`src/tse_regs.vh`:
```
/*
 * register offsets, field positions and reset values of the tray/tilt
 * serial expander.
 * assumes an axi4-lite bus with 32-bit data, one register per aligned word.
 */
`ifndef TSE_REGS_VH
`define TSE_REGS_VH

// ----------------------------------------------------------------------
// register byte offsets
// ----------------------------------------------------------------------
`define TSE_OFS_CTRL      4'h0
`define TSE_OFS_STATUS    4'h4
`define TSE_OFS_XFERS     4'h8

// ----------------------------------------------------------------------
// control register fields
// ----------------------------------------------------------------------
`define TSE_CTRL_LINK_EN  0
`define TSE_CTRL_FORCE_SM 1
`define TSE_CTRL_RESET    2'h1

// ----------------------------------------------------------------------
// parallel output bits of the output register (msb shifted in first)
// ----------------------------------------------------------------------
`define TSE_OUT_MOTOR_DIR 5
`define TSE_OUT_MOTOR_DRV 4
`define TSE_OUT_LED_EN    3
`define TSE_OUT_MUTE_L    2
`define TSE_OUT_MUTE_R    1
`define TSE_OUT_SOFT_MUTE 0
`define TSE_OUT_W         6
`define TSE_OUT_RESET     6'h00

// ----------------------------------------------------------------------
// status input bits of the input register (msb shifted out first)
// ----------------------------------------------------------------------
`define TSE_IN_TILT_NEG   3
`define TSE_IN_TILT_POS   2
`define TSE_IN_HOLD_DOWN  1
`define TSE_IN_DIFF_SW    0
`define TSE_IN_W          4

// ----------------------------------------------------------------------
// status register field positions
// ----------------------------------------------------------------------
`define TSE_ST_OUT_LSB    0
`define TSE_ST_IN_LSB     8
`define TSE_ST_ENABLE     12

// tilt comparator threshold magnitude, millivolts (analog, for reference)
`define TSE_TILT_THRESH_MV 150

// axi response codes
`define TSE_RESP_OKAY     2'h0
`define TSE_RESP_SLVERR   2'h2

`endif

```
`src/tse_expander.v`:
```
/*
 * tray/tilt serial expander: link shift registers, mute routing, axi4-lite slave.
 * assumes link and status pins asynchronous to aclk and far slower than it.
 */
// The address map and register access over AXI4-Lite were decided locally.
`timescale 1ns/100ps
`include "tse_regs.vh"
module tse_expander #(
	parameter DW = 16
) (
	// clock, reset, clock enable
	input  wire          aclk,
	input  wire          aresetn,
	input  wire          ce,
	// serial link from the user processor
	input  wire          ser_clk,
	input  wire          ser_enable,
	input  wire          ser_din,
	output reg           ser_dout,
	// status pins
	input  wire          tilt_below_neg,
	input  wire          tilt_above_pos,
	input  wire          hold_down_sw,
	input  wire          diff_sw,
	// parallel control outputs
	output reg           motor_dir,
	output reg           motor_drive,
	output reg           tilt_led_enable,
	output reg           mute_left,
	output reg           mute_right,
	output reg           audio_soft_mute,
	// audio path, same clock
	input  wire          aud_valid,
	input  wire [DW-1:0] aud_l_in,
	input  wire [DW-1:0] aud_r_in,
	output reg           aud_out_valid,
	output reg  [DW-1:0] aud_l_out,
	output reg  [DW-1:0] aud_r_out,
	// axi4-lite slave
	input  wire [3:0]    s_axi_awaddr,
	input  wire          s_axi_awvalid,
	output reg           s_axi_awready,
	input  wire [31:0]   s_axi_wdata,
	input  wire [3:0]    s_axi_wstrb,
	input  wire          s_axi_wvalid,
	output reg           s_axi_wready,
	output reg  [1:0]    s_axi_bresp,
	output reg           s_axi_bvalid,
	input  wire          s_axi_bready,
	input  wire [3:0]    s_axi_araddr,
	input  wire          s_axi_arvalid,
	output reg           s_axi_arready,
	output reg  [31:0]   s_axi_rdata,
	output reg  [1:0]    s_axi_rresp,
	output reg           s_axi_rvalid,
	input  wire          s_axi_rready
);
	// ------------------------------------------------------------------
	// pin synchronisers
	// ------------------------------------------------------------------
	reg  [6:0]           sync1_ff;      // first stage, read by stage two only
	reg  [6:0]           sync2_ff;      // second stage, safe to use
	reg                  clk_dly_ff;    // previous synced serial clock
	wire [6:0]           pins_in;
	wire                 s_clk;
	wire                 s_en;
	wire                 s_din;
	wire [3:0]           s_status;
	assign pins_in  = {ser_clk, ser_enable, ser_din, tilt_below_neg,
	                   tilt_above_pos, hold_down_sw, diff_sw};
	assign s_clk    = sync2_ff[6];
	assign s_en     = sync2_ff[5];
	assign s_din    = sync2_ff[4];
	assign s_status = sync2_ff[3:0];  // bit order fixed in header
	// two flops on every pin; the edge detector looks at stage two only
	always @(posedge aclk)
	begin
		if (!aresetn)
		begin
			sync1_ff   <= 7'h00;
			sync2_ff   <= 7'h00;
			clk_dly_ff <= 1'b0;
		end
		else if (ce)
		begin
			sync1_ff   <= pins_in;
			sync2_ff   <= sync1_ff;
			clk_dly_ff <= s_clk;
		end
	end

	// ------------------------------------------------------------------
	// control registers, shift registers and output latch
	// ------------------------------------------------------------------
	reg  [1:0]           ctrl_ff;       // link enable, forced soft mute
	reg  [31:0]          xfers_ff;      // count of enable pulses seen
	reg                  en_dly_ff;     // previous synced enable
	wire                 link_on;
	wire                 sclk_rise;
	reg  [`TSE_OUT_W-1:0] out_sr_ff;    // bits shifted in from the master
	reg  [`TSE_OUT_W-1:0] out_lat_ff;   // parallel control outputs
	reg  [`TSE_IN_W-1:0]  in_sr_ff;     // status bits shifting out
	assign link_on   = ctrl_ff[`TSE_CTRL_LINK_EN];
	// one shared shift clock from the master moves both registers
	assign sclk_rise = s_clk & ~clk_dly_ff & link_on;
	// enable is a level, like a parallel-load pin: latch follows while high
	always @(posedge aclk)
	begin
		if (!aresetn)
		begin
			out_sr_ff  <= `TSE_OUT_RESET;
			out_lat_ff <= `TSE_OUT_RESET;
			in_sr_ff   <= {`TSE_IN_W{1'b0}};
		end
		else if (ce)
		begin
			if (s_en && link_on)
			begin
				// capture inputs, transfer shifted word to outputs
				in_sr_ff   <= s_status;
				out_lat_ff <= out_sr_ff;
			end
			else if (sclk_rise)
			begin
				// separate line each way, msb first; latch untouched
				out_sr_ff <= {out_sr_ff[`TSE_OUT_W-2:0], s_din};
				in_sr_ff  <= {in_sr_ff[`TSE_IN_W-2:0], 1'b0};
			end
		end
	end
	// drive the serial return line and the parallel outputs from flops
	always @(posedge aclk)
	begin
		if (!aresetn)
		begin
			ser_dout        <= 1'b0;
			motor_dir       <= 1'b0;
			motor_drive     <= 1'b0;
			tilt_led_enable <= 1'b0;
			mute_left       <= 1'b0;
			mute_right      <= 1'b0;
			audio_soft_mute <= 1'b0;
		end
		else if (ce)
		begin
			ser_dout        <= in_sr_ff[`TSE_IN_W-1];
			motor_dir       <= out_lat_ff[`TSE_OUT_MOTOR_DIR];
			motor_drive     <= out_lat_ff[`TSE_OUT_MOTOR_DRV];
			tilt_led_enable <= out_lat_ff[`TSE_OUT_LED_EN];
			mute_left       <= out_lat_ff[`TSE_OUT_MUTE_L];
			mute_right      <= out_lat_ff[`TSE_OUT_MUTE_R];
			// software can force soft mute on top of the link's bit
			audio_soft_mute <= out_lat_ff[`TSE_OUT_SOFT_MUTE] |
			                   ctrl_ff[`TSE_CTRL_FORCE_SM];
		end
	end

	// ------------------------------------------------------------------
	// audio mute and routing
	// ------------------------------------------------------------------
	reg  [4:0]           att_ff;        // soft-mute attenuation, shift count
	wire signed [DW-1:0] l_src;
	wire signed [DW-1:0] r_src;
	// a muted channel is replaced by the other one; both muted gives zero
	assign l_src = mute_left ? (mute_right ? {DW{1'b0}} : aud_r_in) : aud_l_in;
	assign r_src = mute_right ? (mute_left ? {DW{1'b0}} : aud_l_in) : aud_r_in;
	// soft mute steps 6 db per sample (no click); one shared shift fades both
	always @(posedge aclk)
	begin
		if (!aresetn)
		begin
			att_ff        <= 5'h00;
			aud_out_valid <= 1'b0;
			aud_l_out     <= {DW{1'b0}};
			aud_r_out     <= {DW{1'b0}};
		end
		else if (ce)
		begin
			aud_out_valid <= aud_valid;
			if (aud_valid)
			begin
				if (audio_soft_mute && att_ff != 5'h10)
					att_ff <= att_ff + 5'h01;
				else if (!audio_soft_mute && att_ff != 5'h00)
					att_ff <= att_ff - 5'h01;
				aud_l_out <= l_src >>> att_ff;
				aud_r_out <= r_src >>> att_ff;
			end
		end
	end

	// ------------------------------------------------------------------
	// axi4-lite write channel
	// ------------------------------------------------------------------
	reg                  aw_have_ff;    // address held, waiting for data
	reg                  w_have_ff;     // data held, waiting for address
	reg  [3:0]           waddr_ff;
	reg  [31:0]          wdata_ff;
	reg  [3:0]           wstrb_ff;
	reg                  nxt_aw_have;
	reg                  nxt_w_have;
	reg                  nxt_bvalid;
	reg                  do_wr;
	reg  [3:0]           wa;
	reg  [31:0]          wd;
	reg  [3:0]           ws;
	// either order: a half that arrives first waits for the other
	always @*
	begin
		nxt_aw_have = aw_have_ff | (s_axi_awvalid & s_axi_awready);
		nxt_w_have  = w_have_ff | (s_axi_wvalid & s_axi_wready);
		wa          = aw_have_ff ? waddr_ff : s_axi_awaddr;
		wd          = w_have_ff ? wdata_ff : s_axi_wdata;
		ws          = w_have_ff ? wstrb_ff : s_axi_wstrb;
		do_wr       = nxt_aw_have & nxt_w_have & ~s_axi_bvalid;
		nxt_bvalid  = do_wr | (s_axi_bvalid & ~s_axi_bready);
		if (do_wr)
		begin
			nxt_aw_have = 1'b0;
			nxt_w_have  = 1'b0;
		end
	end
	// register writes; enable edges bump the transfer counter
	always @(posedge aclk)
	begin
		if (!aresetn)
		begin
			aw_have_ff    <= 1'b0;
			w_have_ff     <= 1'b0;
			waddr_ff      <= 4'h0;
			wdata_ff      <= 32'h0000_0000;
			wstrb_ff      <= 4'h0;
			s_axi_awready <= 1'b0;
			s_axi_wready  <= 1'b0;
			s_axi_bvalid  <= 1'b0;
			s_axi_bresp   <= `TSE_RESP_OKAY;
			ctrl_ff       <= `TSE_CTRL_RESET;
			xfers_ff      <= 32'h0000_0000;
			en_dly_ff     <= 1'b0;
		end
		else if (ce)
		begin
			aw_have_ff    <= nxt_aw_have;
			w_have_ff     <= nxt_w_have;
			s_axi_awready <= ~nxt_aw_have & ~nxt_bvalid;
			s_axi_wready  <= ~nxt_w_have & ~nxt_bvalid;
			s_axi_bvalid  <= nxt_bvalid;
			en_dly_ff     <= s_en;
			if (s_axi_awvalid && s_axi_awready)
				waddr_ff <= s_axi_awaddr;
			if (s_axi_wvalid && s_axi_wready)
			begin
				wdata_ff <= s_axi_wdata;
				wstrb_ff <= s_axi_wstrb;
			end
			// clearing write loses no edge: one in the same cycle counts as 1
			if (do_wr && wa == `TSE_OFS_XFERS && ws[0])
				xfers_ff <= {31'h0000_0000, s_en & ~en_dly_ff & link_on};
			else if (s_en && !en_dly_ff && link_on)
				xfers_ff <= xfers_ff + 32'h0000_0001;
			if (do_wr && wa == `TSE_OFS_CTRL && ws[0])
				ctrl_ff <= wd[1:0];
			if (do_wr)
			begin
				case (wa)
				`TSE_OFS_CTRL, `TSE_OFS_STATUS, `TSE_OFS_XFERS:
					s_axi_bresp <= `TSE_RESP_OKAY;
				default:
					s_axi_bresp <= `TSE_RESP_SLVERR;
				endcase
			end
		end
	end

	// ------------------------------------------------------------------
	// axi4-lite read channel
	// ------------------------------------------------------------------
	reg  [31:0]          rd_word;
	reg  [1:0]           rd_resp;
	// read decode; unmapped addresses answer zero with slverr
	always @*
	begin
		rd_word = 32'h0000_0000;
		rd_resp = `TSE_RESP_OKAY;
		case (s_axi_araddr)
		`TSE_OFS_CTRL:
			rd_word[1:0] = ctrl_ff;
		`TSE_OFS_STATUS:
		begin
			rd_word[`TSE_ST_OUT_LSB +: `TSE_OUT_W] = out_lat_ff;
			rd_word[`TSE_ST_IN_LSB +: `TSE_IN_W]   = s_status;
			rd_word[`TSE_ST_ENABLE]                = s_en;
		end
		`TSE_OFS_XFERS:
			rd_word = xfers_ff;
		default:
			rd_resp = `TSE_RESP_SLVERR;
		endcase
	end
	// one read at a time; arready drops while the answer stands
	always @(posedge aclk)
	begin
		if (!aresetn)
		begin
			s_axi_arready <= 1'b0;
			s_axi_rvalid  <= 1'b0;
			s_axi_rdata   <= 32'h0000_0000;
			s_axi_rresp   <= `TSE_RESP_OKAY;
		end
		else if (ce)
		begin
			if (s_axi_arvalid && s_axi_arready)
			begin
				s_axi_arready <= 1'b0;
				s_axi_rvalid  <= 1'b1;
				s_axi_rdata   <= rd_word;
				s_axi_rresp   <= rd_resp;
			end
			else if (s_axi_rvalid && s_axi_rready)
			begin
				s_axi_rvalid  <= 1'b0;
				s_axi_arready <= 1'b1;
			end
			else if (!s_axi_rvalid)
				s_axi_arready <= 1'b1;
		end
	end
endmodule // tse_expander

```
`config.mk`:
```
export PLATFORM = sky130hd
export DESIGN_NAME = tse_expander
export DESIGN_NICKNAME = d
export VERILOG_FILES = /design/src/tse_expander.v
export VERILOG_INCLUDE_DIRS = /design/src
export SDC_FILE = /design/constraint.sdc
export NUM_CORES = 1
export LEC_CHECK = 0
export ABC_CLOCK_PERIOD_IN_PS = 4200
export BUFFER_PORTS_ARGS = -buffer_cell sky130_fd_sc_hd__buf_2
export CAP_MARGIN = 15
export CORE_ASPECT_RATIO = 1.4
export CORE_MARGIN = 2
export CORE_UTILIZATION = 61
export DETAILED_ROUTE_END_ITERATION = 10
export PLACE_DENSITY = 0.87
export SYNTH_ARGS = -nofsm -noshare
export SYNTH_HDL_FRONTEND = slang
export SYNTH_SLANG_ARGS = --single-unit
```
`constraint.sdc`:
```
create_clock -name aclk -period 4.2 [get_ports aclk]
set_input_delay 1.26 -clock aclk [delete_from_list [all_inputs] [get_ports aclk]]
set_output_delay 1.26 -clock aclk [all_outputs]
set_load 0.03 [all_outputs]
```
==> results.yml, run 1 <==
clock_tree:
  clk-insertion-delay-late_ns: 0.43
  post_cts_buffers: 0
  numCtsBuffers: 17
  clockRootBuffer: "clkbuf_16"
  h-tree-depth: 4
  cts_hold_buf: 0
  clock_path_buffers: 2
  tritoncts: "yes"
  numClockSinks: 159
  clkSlewWorstSetupHoldPaths_ns: 0.07
  cts_resized: 0
sta:
  grt_setup_unrepaired: "no"
  fmax_mhz: 328
  worst_slack_ns: 1.15
  finalSetupViolCount: 0
  hold_viol_final: 0
  fin_skew_ns: 0.0105
  fin_crit_ns: 3.05
  timing.hold.ws_ns: 0.451
  tightest_slew_ns: 1.15
  relSlewSlack_pct: 21.3
  fin_setup_tns_ns: 0
  post-route-period-util_pct: 72.6
  slew_violations: 0
routing:
  drc: 0
  vias: 8803
  drt-initial-drc-count: 832
  drt-total-wl_mm: 26.6
  wl_per_cell_um: 20.6
  ant_nets: 0
  dr.pass1.iters: 6
  via_per_inst: 6.82
floorplanning:
  die_y_um: 148
  die_x_um: 107
  rows: 52
  dieArea_mm2: 0.0158
  io-pin-count: 173
  core-area_mm2: 0.0144
  initial_utilization_pct: 62.4
place:
  dp_hpwl_mm: 18.8
  dpl-instance-area_mm2: 0.00971
  port_buffers: 137
  place_ws_ns: 0.839
  gp_congestion: 0.993
critical_path:
  cp.arrival_ns: 3.35
  worstSetupPathType: "input pin to register"
  crit_path_start: "aud_r_in[15]"
  reg2reg_from: "att_ff[1]$_SDFFE_PN0P_"
  critPathRequiredTime_ns: 4.50
  cp-end-kind: "register"
  crit_end: "aud_l_out[2]$_SDFFE_PN0P_"
  worst_setup_path_start_kind: "input pin"
  crit_fanout: 11
  r2r-end: "att_ff[4]$_SDFFE_PN0P_"
  r2r_slack_ns: 1.19
  r2r_cells: 10
logic_synthesis:
  ys_seq_area_share_pct: 35.3
  synth_enable_flop_cells: 0
  syn-cell-area_mm2: 0.00901
  ys_warn_count: 0
  synth_seq_cells: 159
  synth_top_flop_cell: "dfxtp_1"
  synth_cell_types: 78
  synthCells: 994
  synth_area_per_cell_um2: 9.06
  synthArstFlopShare_pct: 0
global_route:
  gr-total-overflow: 0
  grt_antenna_before_repair: 0
  grt_max_degree: 78
  grt_usage_pct: 33.3
  grt_first_pass_wirelength_mm: 42.0
  first_global_vias: 8248
cells_and_area:
  layout-drive-gt1-share_pct: 23.3
  antenna_cells: 0
  fillers: 1127
  finish.instance_area_mm2: 0.0103
  final_nets: 1185
  area_growth_pct: 14.3
run:
  drv_cap: 0
status:
  status: "finished clean"
pwr:
  irDropWorstVdd_v: 0.000287
  powerDensity_mw_per_mm2: 390
  p_leak_uw: 0.00416
worst_hold_path:
  hold_path_class: "register to register"
[stage by stage]
step                total power [uW]  utilization [%]  cells
finish                          4020             71.3   1290
global route                    4150             71.3   1290
CTS                             4010             71.3   1290
detailed placement              2520             67.2   1258
global placement                2510             67.2   1258
floorplan                       2280                -    995
[state kept, by name, indices dropped and copies added, names as in the netlist, 5 cells and up]
name,count
att_ff,5
aud_r_out,16
out_lat_ff,6
sync2_ff,7
sync1_ff,7
s_axi_rdata,32
aud_l_out,16
xfers_ff,32
out_sr_ff,6
[critical path: stages]
cell	delay [ns]
buf_2	0.13
nor2b_1	0.18
a21oi_1	0.72
o21ai_0	0.40
o31ai_1	0.54
a21oi_1	0.13
[placed cells by master, fill, tap and decap left out, types with 16 or more instances in the layout]
| master | n |
|---|---|
| a21oi_1 | 85 |
| nand4_1 | 16 |
| nand2_1 | 68 |
| mux4_2 | 41 |
| nand3_1 | 33 |
| buf_4 | 17 |
| nor3_1 | 21 |
| nor2b_1 | 33 |
| o31ai_1 | 21 |
| clkbuf_16 | 17 |
| buf_2 | 137 |
| nor2_1 | 94 |
| a22o_1 | 25 |
| dfxtp_1 | 157 |
| mux2i_1 | 55 |
| nand2b_1 | 20 |
| o21ai_0 | 35 |
[how the worst min path moves through the flow]
stage                           startpoint                     endpoint  slack (ns)  cells after the start
6_report        aud_r_out[10]$_SDFFE_PN0P_   aud_r_out[10]$_SDFFE_PN0P_        0.45                      2
5_1_grt         aud_l_out[13]$_SDFFE_PN0P_   aud_l_out[13]$_SDFFE_PN0P_        0.47                      2
4_1_cts         aud_r_out[14]$_SDFFE_PN0P_   aud_r_out[14]$_SDFFE_PN0P_        0.46                      2
3_5_place_dp   s_axi_rdata[1]$_SDFFE_PN0P_  s_axi_rdata[1]$_SDFFE_PN0P_        0.45                      2
3_3_place_gp    aud_r_out[11]$_SDFFE_PN0P_   aud_r_out[11]$_SDFFE_PN0P_        0.44                      2
2_1_floorplan    xfers_ff[31]$_SDFFE_PN0P_    xfers_ff[31]$_SDFFE_PN0P_        0.44                      2
[report_power, final]
| group | internal (uW) | total (uW) | switching [uW] |
|---|---|---|---|
| Clock | 795 | 1500 | 707 |
| Sequential | 1570 | 1620 | 52.7 |
| Combinational | 348 | 900 | 552 |
[cell families after synthesis]
| kind of cell | synth area share, % |
|---|---|
| xor+xnor | 0.583 |
| flops | 35.3 |
| fa+ha+maj | 0.778 |
| mux | 17.0 |
| buf+inv | 4.67 |
| other cells | 0.0416 |
| simple gates | 19.4 |
| compound gates | 22.2 |
[Yosys cell counts, types with 5 or more instances]
cell type | instances | area (um^2)
dfxtp_1 | 159 | 3180
nor2_1 | 94 | 353
a21oi_1 | 85 | 425
nand2_1 | 68 | 255
mux2i_1 | 55 | 551
clkbuf_1 | 50 | 188
mux4_2 | 41 | 923
o21ai_0 | 35 | 175
nand3_1 | 33 | 165
nor2b_1 | 33 | 206
a22o_1 | 25 | 219
nor3_1 | 21 | 105
o31ai_1 | 21 | 158
nand2b_1 | 20 | 125
buf_2 | 18 | 90.1
nand4_1 | 16 | 100
a211oi_1 | 15 | 113
a221oi_1 | 15 | 131
or4_1 | 11 | 82.6
o22ai_1 | 10 | 62.6
inv_1 | 9 | 33.8
o311ai_0 | 9 | 78.8
a211o_1 | 8 | 70.1
or3_1 | 8 | 50.1
a311oi_1 | 7 | 61.3
a31oi_1 | 6 | 37.5
and3_1 | 6 | 37.5
buf_4 | 6 | 45.0
and2_1 | 5 | 31.3
mux2_2 | 5 | 56.3
o211ai_1 | 5 | 37.5
xnor2_1 | 5 | 43.8
[routing by layer]
layer | GRT usage, % | wire length [um] | vias to the layer above
met5 | 0 | 0 | -
met4 | 19.6 | 1570 | 0
met3 | 4.59 | 2120 | 127
met2 | 56.1 | 13300 | 563
met1 | 40.4 | 9590 | 4139
li1 | - | - | 3974
[final cells by class]
cell class	count	area (um^2)	area share (%)
multi-input combinational	742	5410	52.5
clock inverter	15	160	1.56
clock buffer	17	425	4.13
timing repair buffer	155	833	8.09
tap	189	236	2.30
inverter	13	48.8	0.474
sequential	159	3190	30.9
Note: power is estimated with default switching activity, not from simulation.
==> run 2: changes to the inputs <==
--- a/config.mk
+++ b/config.mk
@@ -6,14 +6,14 @@
 export SDC_FILE = /design/constraint.sdc
 export NUM_CORES = 1
 export LEC_CHECK = 0
-export ABC_CLOCK_PERIOD_IN_PS = 4200
+export ABC_CLOCK_PERIOD_IN_PS = 2900
 export BUFFER_PORTS_ARGS = -buffer_cell sky130_fd_sc_hd__buf_2
 export CAP_MARGIN = 15
 export CORE_ASPECT_RATIO = 1.4
 export CORE_MARGIN = 2
-export CORE_UTILIZATION = 61
+export CORE_UTILIZATION = 56
 export DETAILED_ROUTE_END_ITERATION = 10
-export PLACE_DENSITY = 0.87
+export PLACE_DENSITY = 0.81
 export SYNTH_ARGS = -nofsm -noshare
 export SYNTH_HDL_FRONTEND = slang
 export SYNTH_SLANG_ARGS = --single-unit
==> constraint.sdc (replaced) <==
create_clock -name aclk -period 2.9 [get_ports aclk]
set_input_delay 0.87 -clock aclk [delete_from_list [all_inputs] [get_ports aclk]]
set_output_delay 0.87 -clock aclk [all_outputs]
set_load 0.03 [all_outputs]
==> results.yml, run 2 (same netlist as run 1, synthesis figures left out) <==
critical_path:
  cp.arrival_ns: 3.15
  cp-end-kind: "register"
  worst_setup_path_start_kind: "register"
  critPathRequiredTime_ns: 3.27
  worstSetupPathType: "register to register"
  critical-path-max-stage-delay_ns: 0.41
  crit_fanout: 7
  slowest_stage: "or4_1"
  cp_cell_sequence: "or2_2, nor3_1, nand2_1, nand2_1, ha_1, nor2b_1, o21a_1, or4_1, a21oi_1, o211a_1"
  cp_common_cell: "nand2_1"
  r2r_cells: 10
clock_tree:
  clk-insertion-delay-late_ns: 0.43
  cts_hold_buf: 0
  cts_resized: 0
  numClockSinks: 159
  tritoncts: "yes"
  clkSlewWorstSetupHoldPaths_ns: 0.06
  clock_path_buffers: 2
  numCtsBuffers: 17
  clockRootBuffer: "clkbuf_16"
  post_cts_buffers: 0
  h-tree-depth: 4
sta:
  post-route-period-util_pct: 96.1
  tightest_slew_ns: 0.835
  slew_violations: 0
  hold_viol_final: 0
  fin_skew_ns: 0.00903
  fin_crit_ns: 2.79
  grt_setup_unrepaired: "no"
  fin_setup_tns_ns: 0
  relSlewSlack_pct: 44.2
  fmax_mhz: 359
  finalSetupViolCount: 0
pwr:
  power_uw: 6170
  powerDensity_mw_per_mm2: 580
  p_leak_uw: 0.00436
  irDropWorstVdd_v: 0.000453
floorplanning:
  core-area_mm2: 0.0157
  rows: 54
  die_x_um: 111
  dieArea_mm2: 0.0171
  io-pin-count: 173
  die_y_um: 154
  initial_utilization_pct: 57.5
global_route:
  grt_max_degree: 75
  grt_usage_pct: 31.8
  first_global_vias: 8339
  grt_antenna_before_repair: 1
  grt_first_pass_wirelength_mm: 43.9
  gr-total-overflow: 0
cells_and_area:
  ff_latch_area_mm2: 0.00319
  area_growth_pct: 18.0
  utilization_pct: 67.8
  mostFrequentLayoutCell: "dfxtp_1"
  layout-drive-gt1-share_pct: 25.5
  fillers: 1253
  multiInputGateArea_mm2: 0.00541
  top_regs: "s_axi_rdata: 32 flops, xfers_ff: 32 flops"
  final_nets: 1218
  finish.instance_area_mm2: 0.0106
  layout_common_cells: "157 x dfxtp_1, 137 x buf_2, 94 x nor2_1, 85 x a21oi_1, 68 x nand2_1"
routing:
  drc: 0
  drt-initial-drc-count: 763
  ant_nets: 0
  drt-total-wl_mm: 27.5
  dr.pass1.iters: 7
  vias: 8855
  via_per_inst: 6.65
  wl_per_cell_um: 20.7
worst_hold_path:
  hold_path_class: "register to register"
  holdPathStages: 2
place:
  dpl-instance-area_mm2: 0.00998
  dp_hpwl_mm: 20.1
  port_buffers: 137
  gp_congestion: 0.987
run:
  drv_cap: 0
status:
  status: "finished clean"
run 2: final timing paths:
check | startpoint | slack, ns | end
setup / recovery | att_ff[1]$_SDFFE_PN0P_ | 0.11 | att_ff[4]$_SDFFE_PN0P_
hold / removal | aud_r_out[10]$_SDFFE_PN0P_ | 0.45 | aud_r_out[10]$_SDFFE_PN0P_
setup reg to reg | att_ff[1]$_SDFFE_PN0P_ | 0.11 | att_ff[4]$_SDFFE_PN0P_
hold reg to reg | aud_r_out[10]$_SDFFE_PN0P_ | 0.45 | aud_r_out[10]$_SDFFE_PN0P_
run 2: per-stage QoR:
stage	hold slack, ns	std cells	worst slack [ns]
detailed placement	0.445	1298	0.142
CTS	0.455	1330	0.153
global placement	0.437	1298	0.146
global route	0.478	1331	0.0121
floorplan	0.442	995	0.314
finish	0.450	1331	0.114
run 2: worst max-delay path: cells and delay by family (launching register included):
| kind | cells | cell delay (ns) |
|---|---|---|
| AND/OR/NAND/NOR | 6 | 1.56 |
| AO/OA/AOI/OAI | 3 | 0.53 |
| adder cells (fa/ha/maj) | 1 | 0.32 |
| flip-flops | 1 | 0.31 |
run 2: power breakdown:
| group | leakage (uW) | switching (uW) | internal (uW) | total, uW |
|---|---|---|---|---|
| Combinational | 0.00276 | 831 | 550 | 1380 |
| Sequential | 0.00129 | 63.2 | 2270 | 2330 |
| Clock | 0.000313 | 983 | 1470 | 2460 |
run 2: layout make-up:
| class | count | area share [%] |
|---|---|---|
| antenna | 1 | 0.0235 |
| clock buffer | 17 | 4.00 |
| clock inverter | 15 | 2.07 |
| inverter | 13 | 0.459 |
| multi-input combinational | 742 | 50.9 |
| sequential | 159 | 30.0 |
| tap | 196 | 2.31 |
| timing repair buffer | 188 | 10.3 |
run 2: metal layers:
metal / routed length (um) / global-route usage, %
met1: 10200 / 37.6
met2: 14000 / 56.2
met3: 1740 / 3.86
met4: 1550 / 16.5
met5: 0 / 0
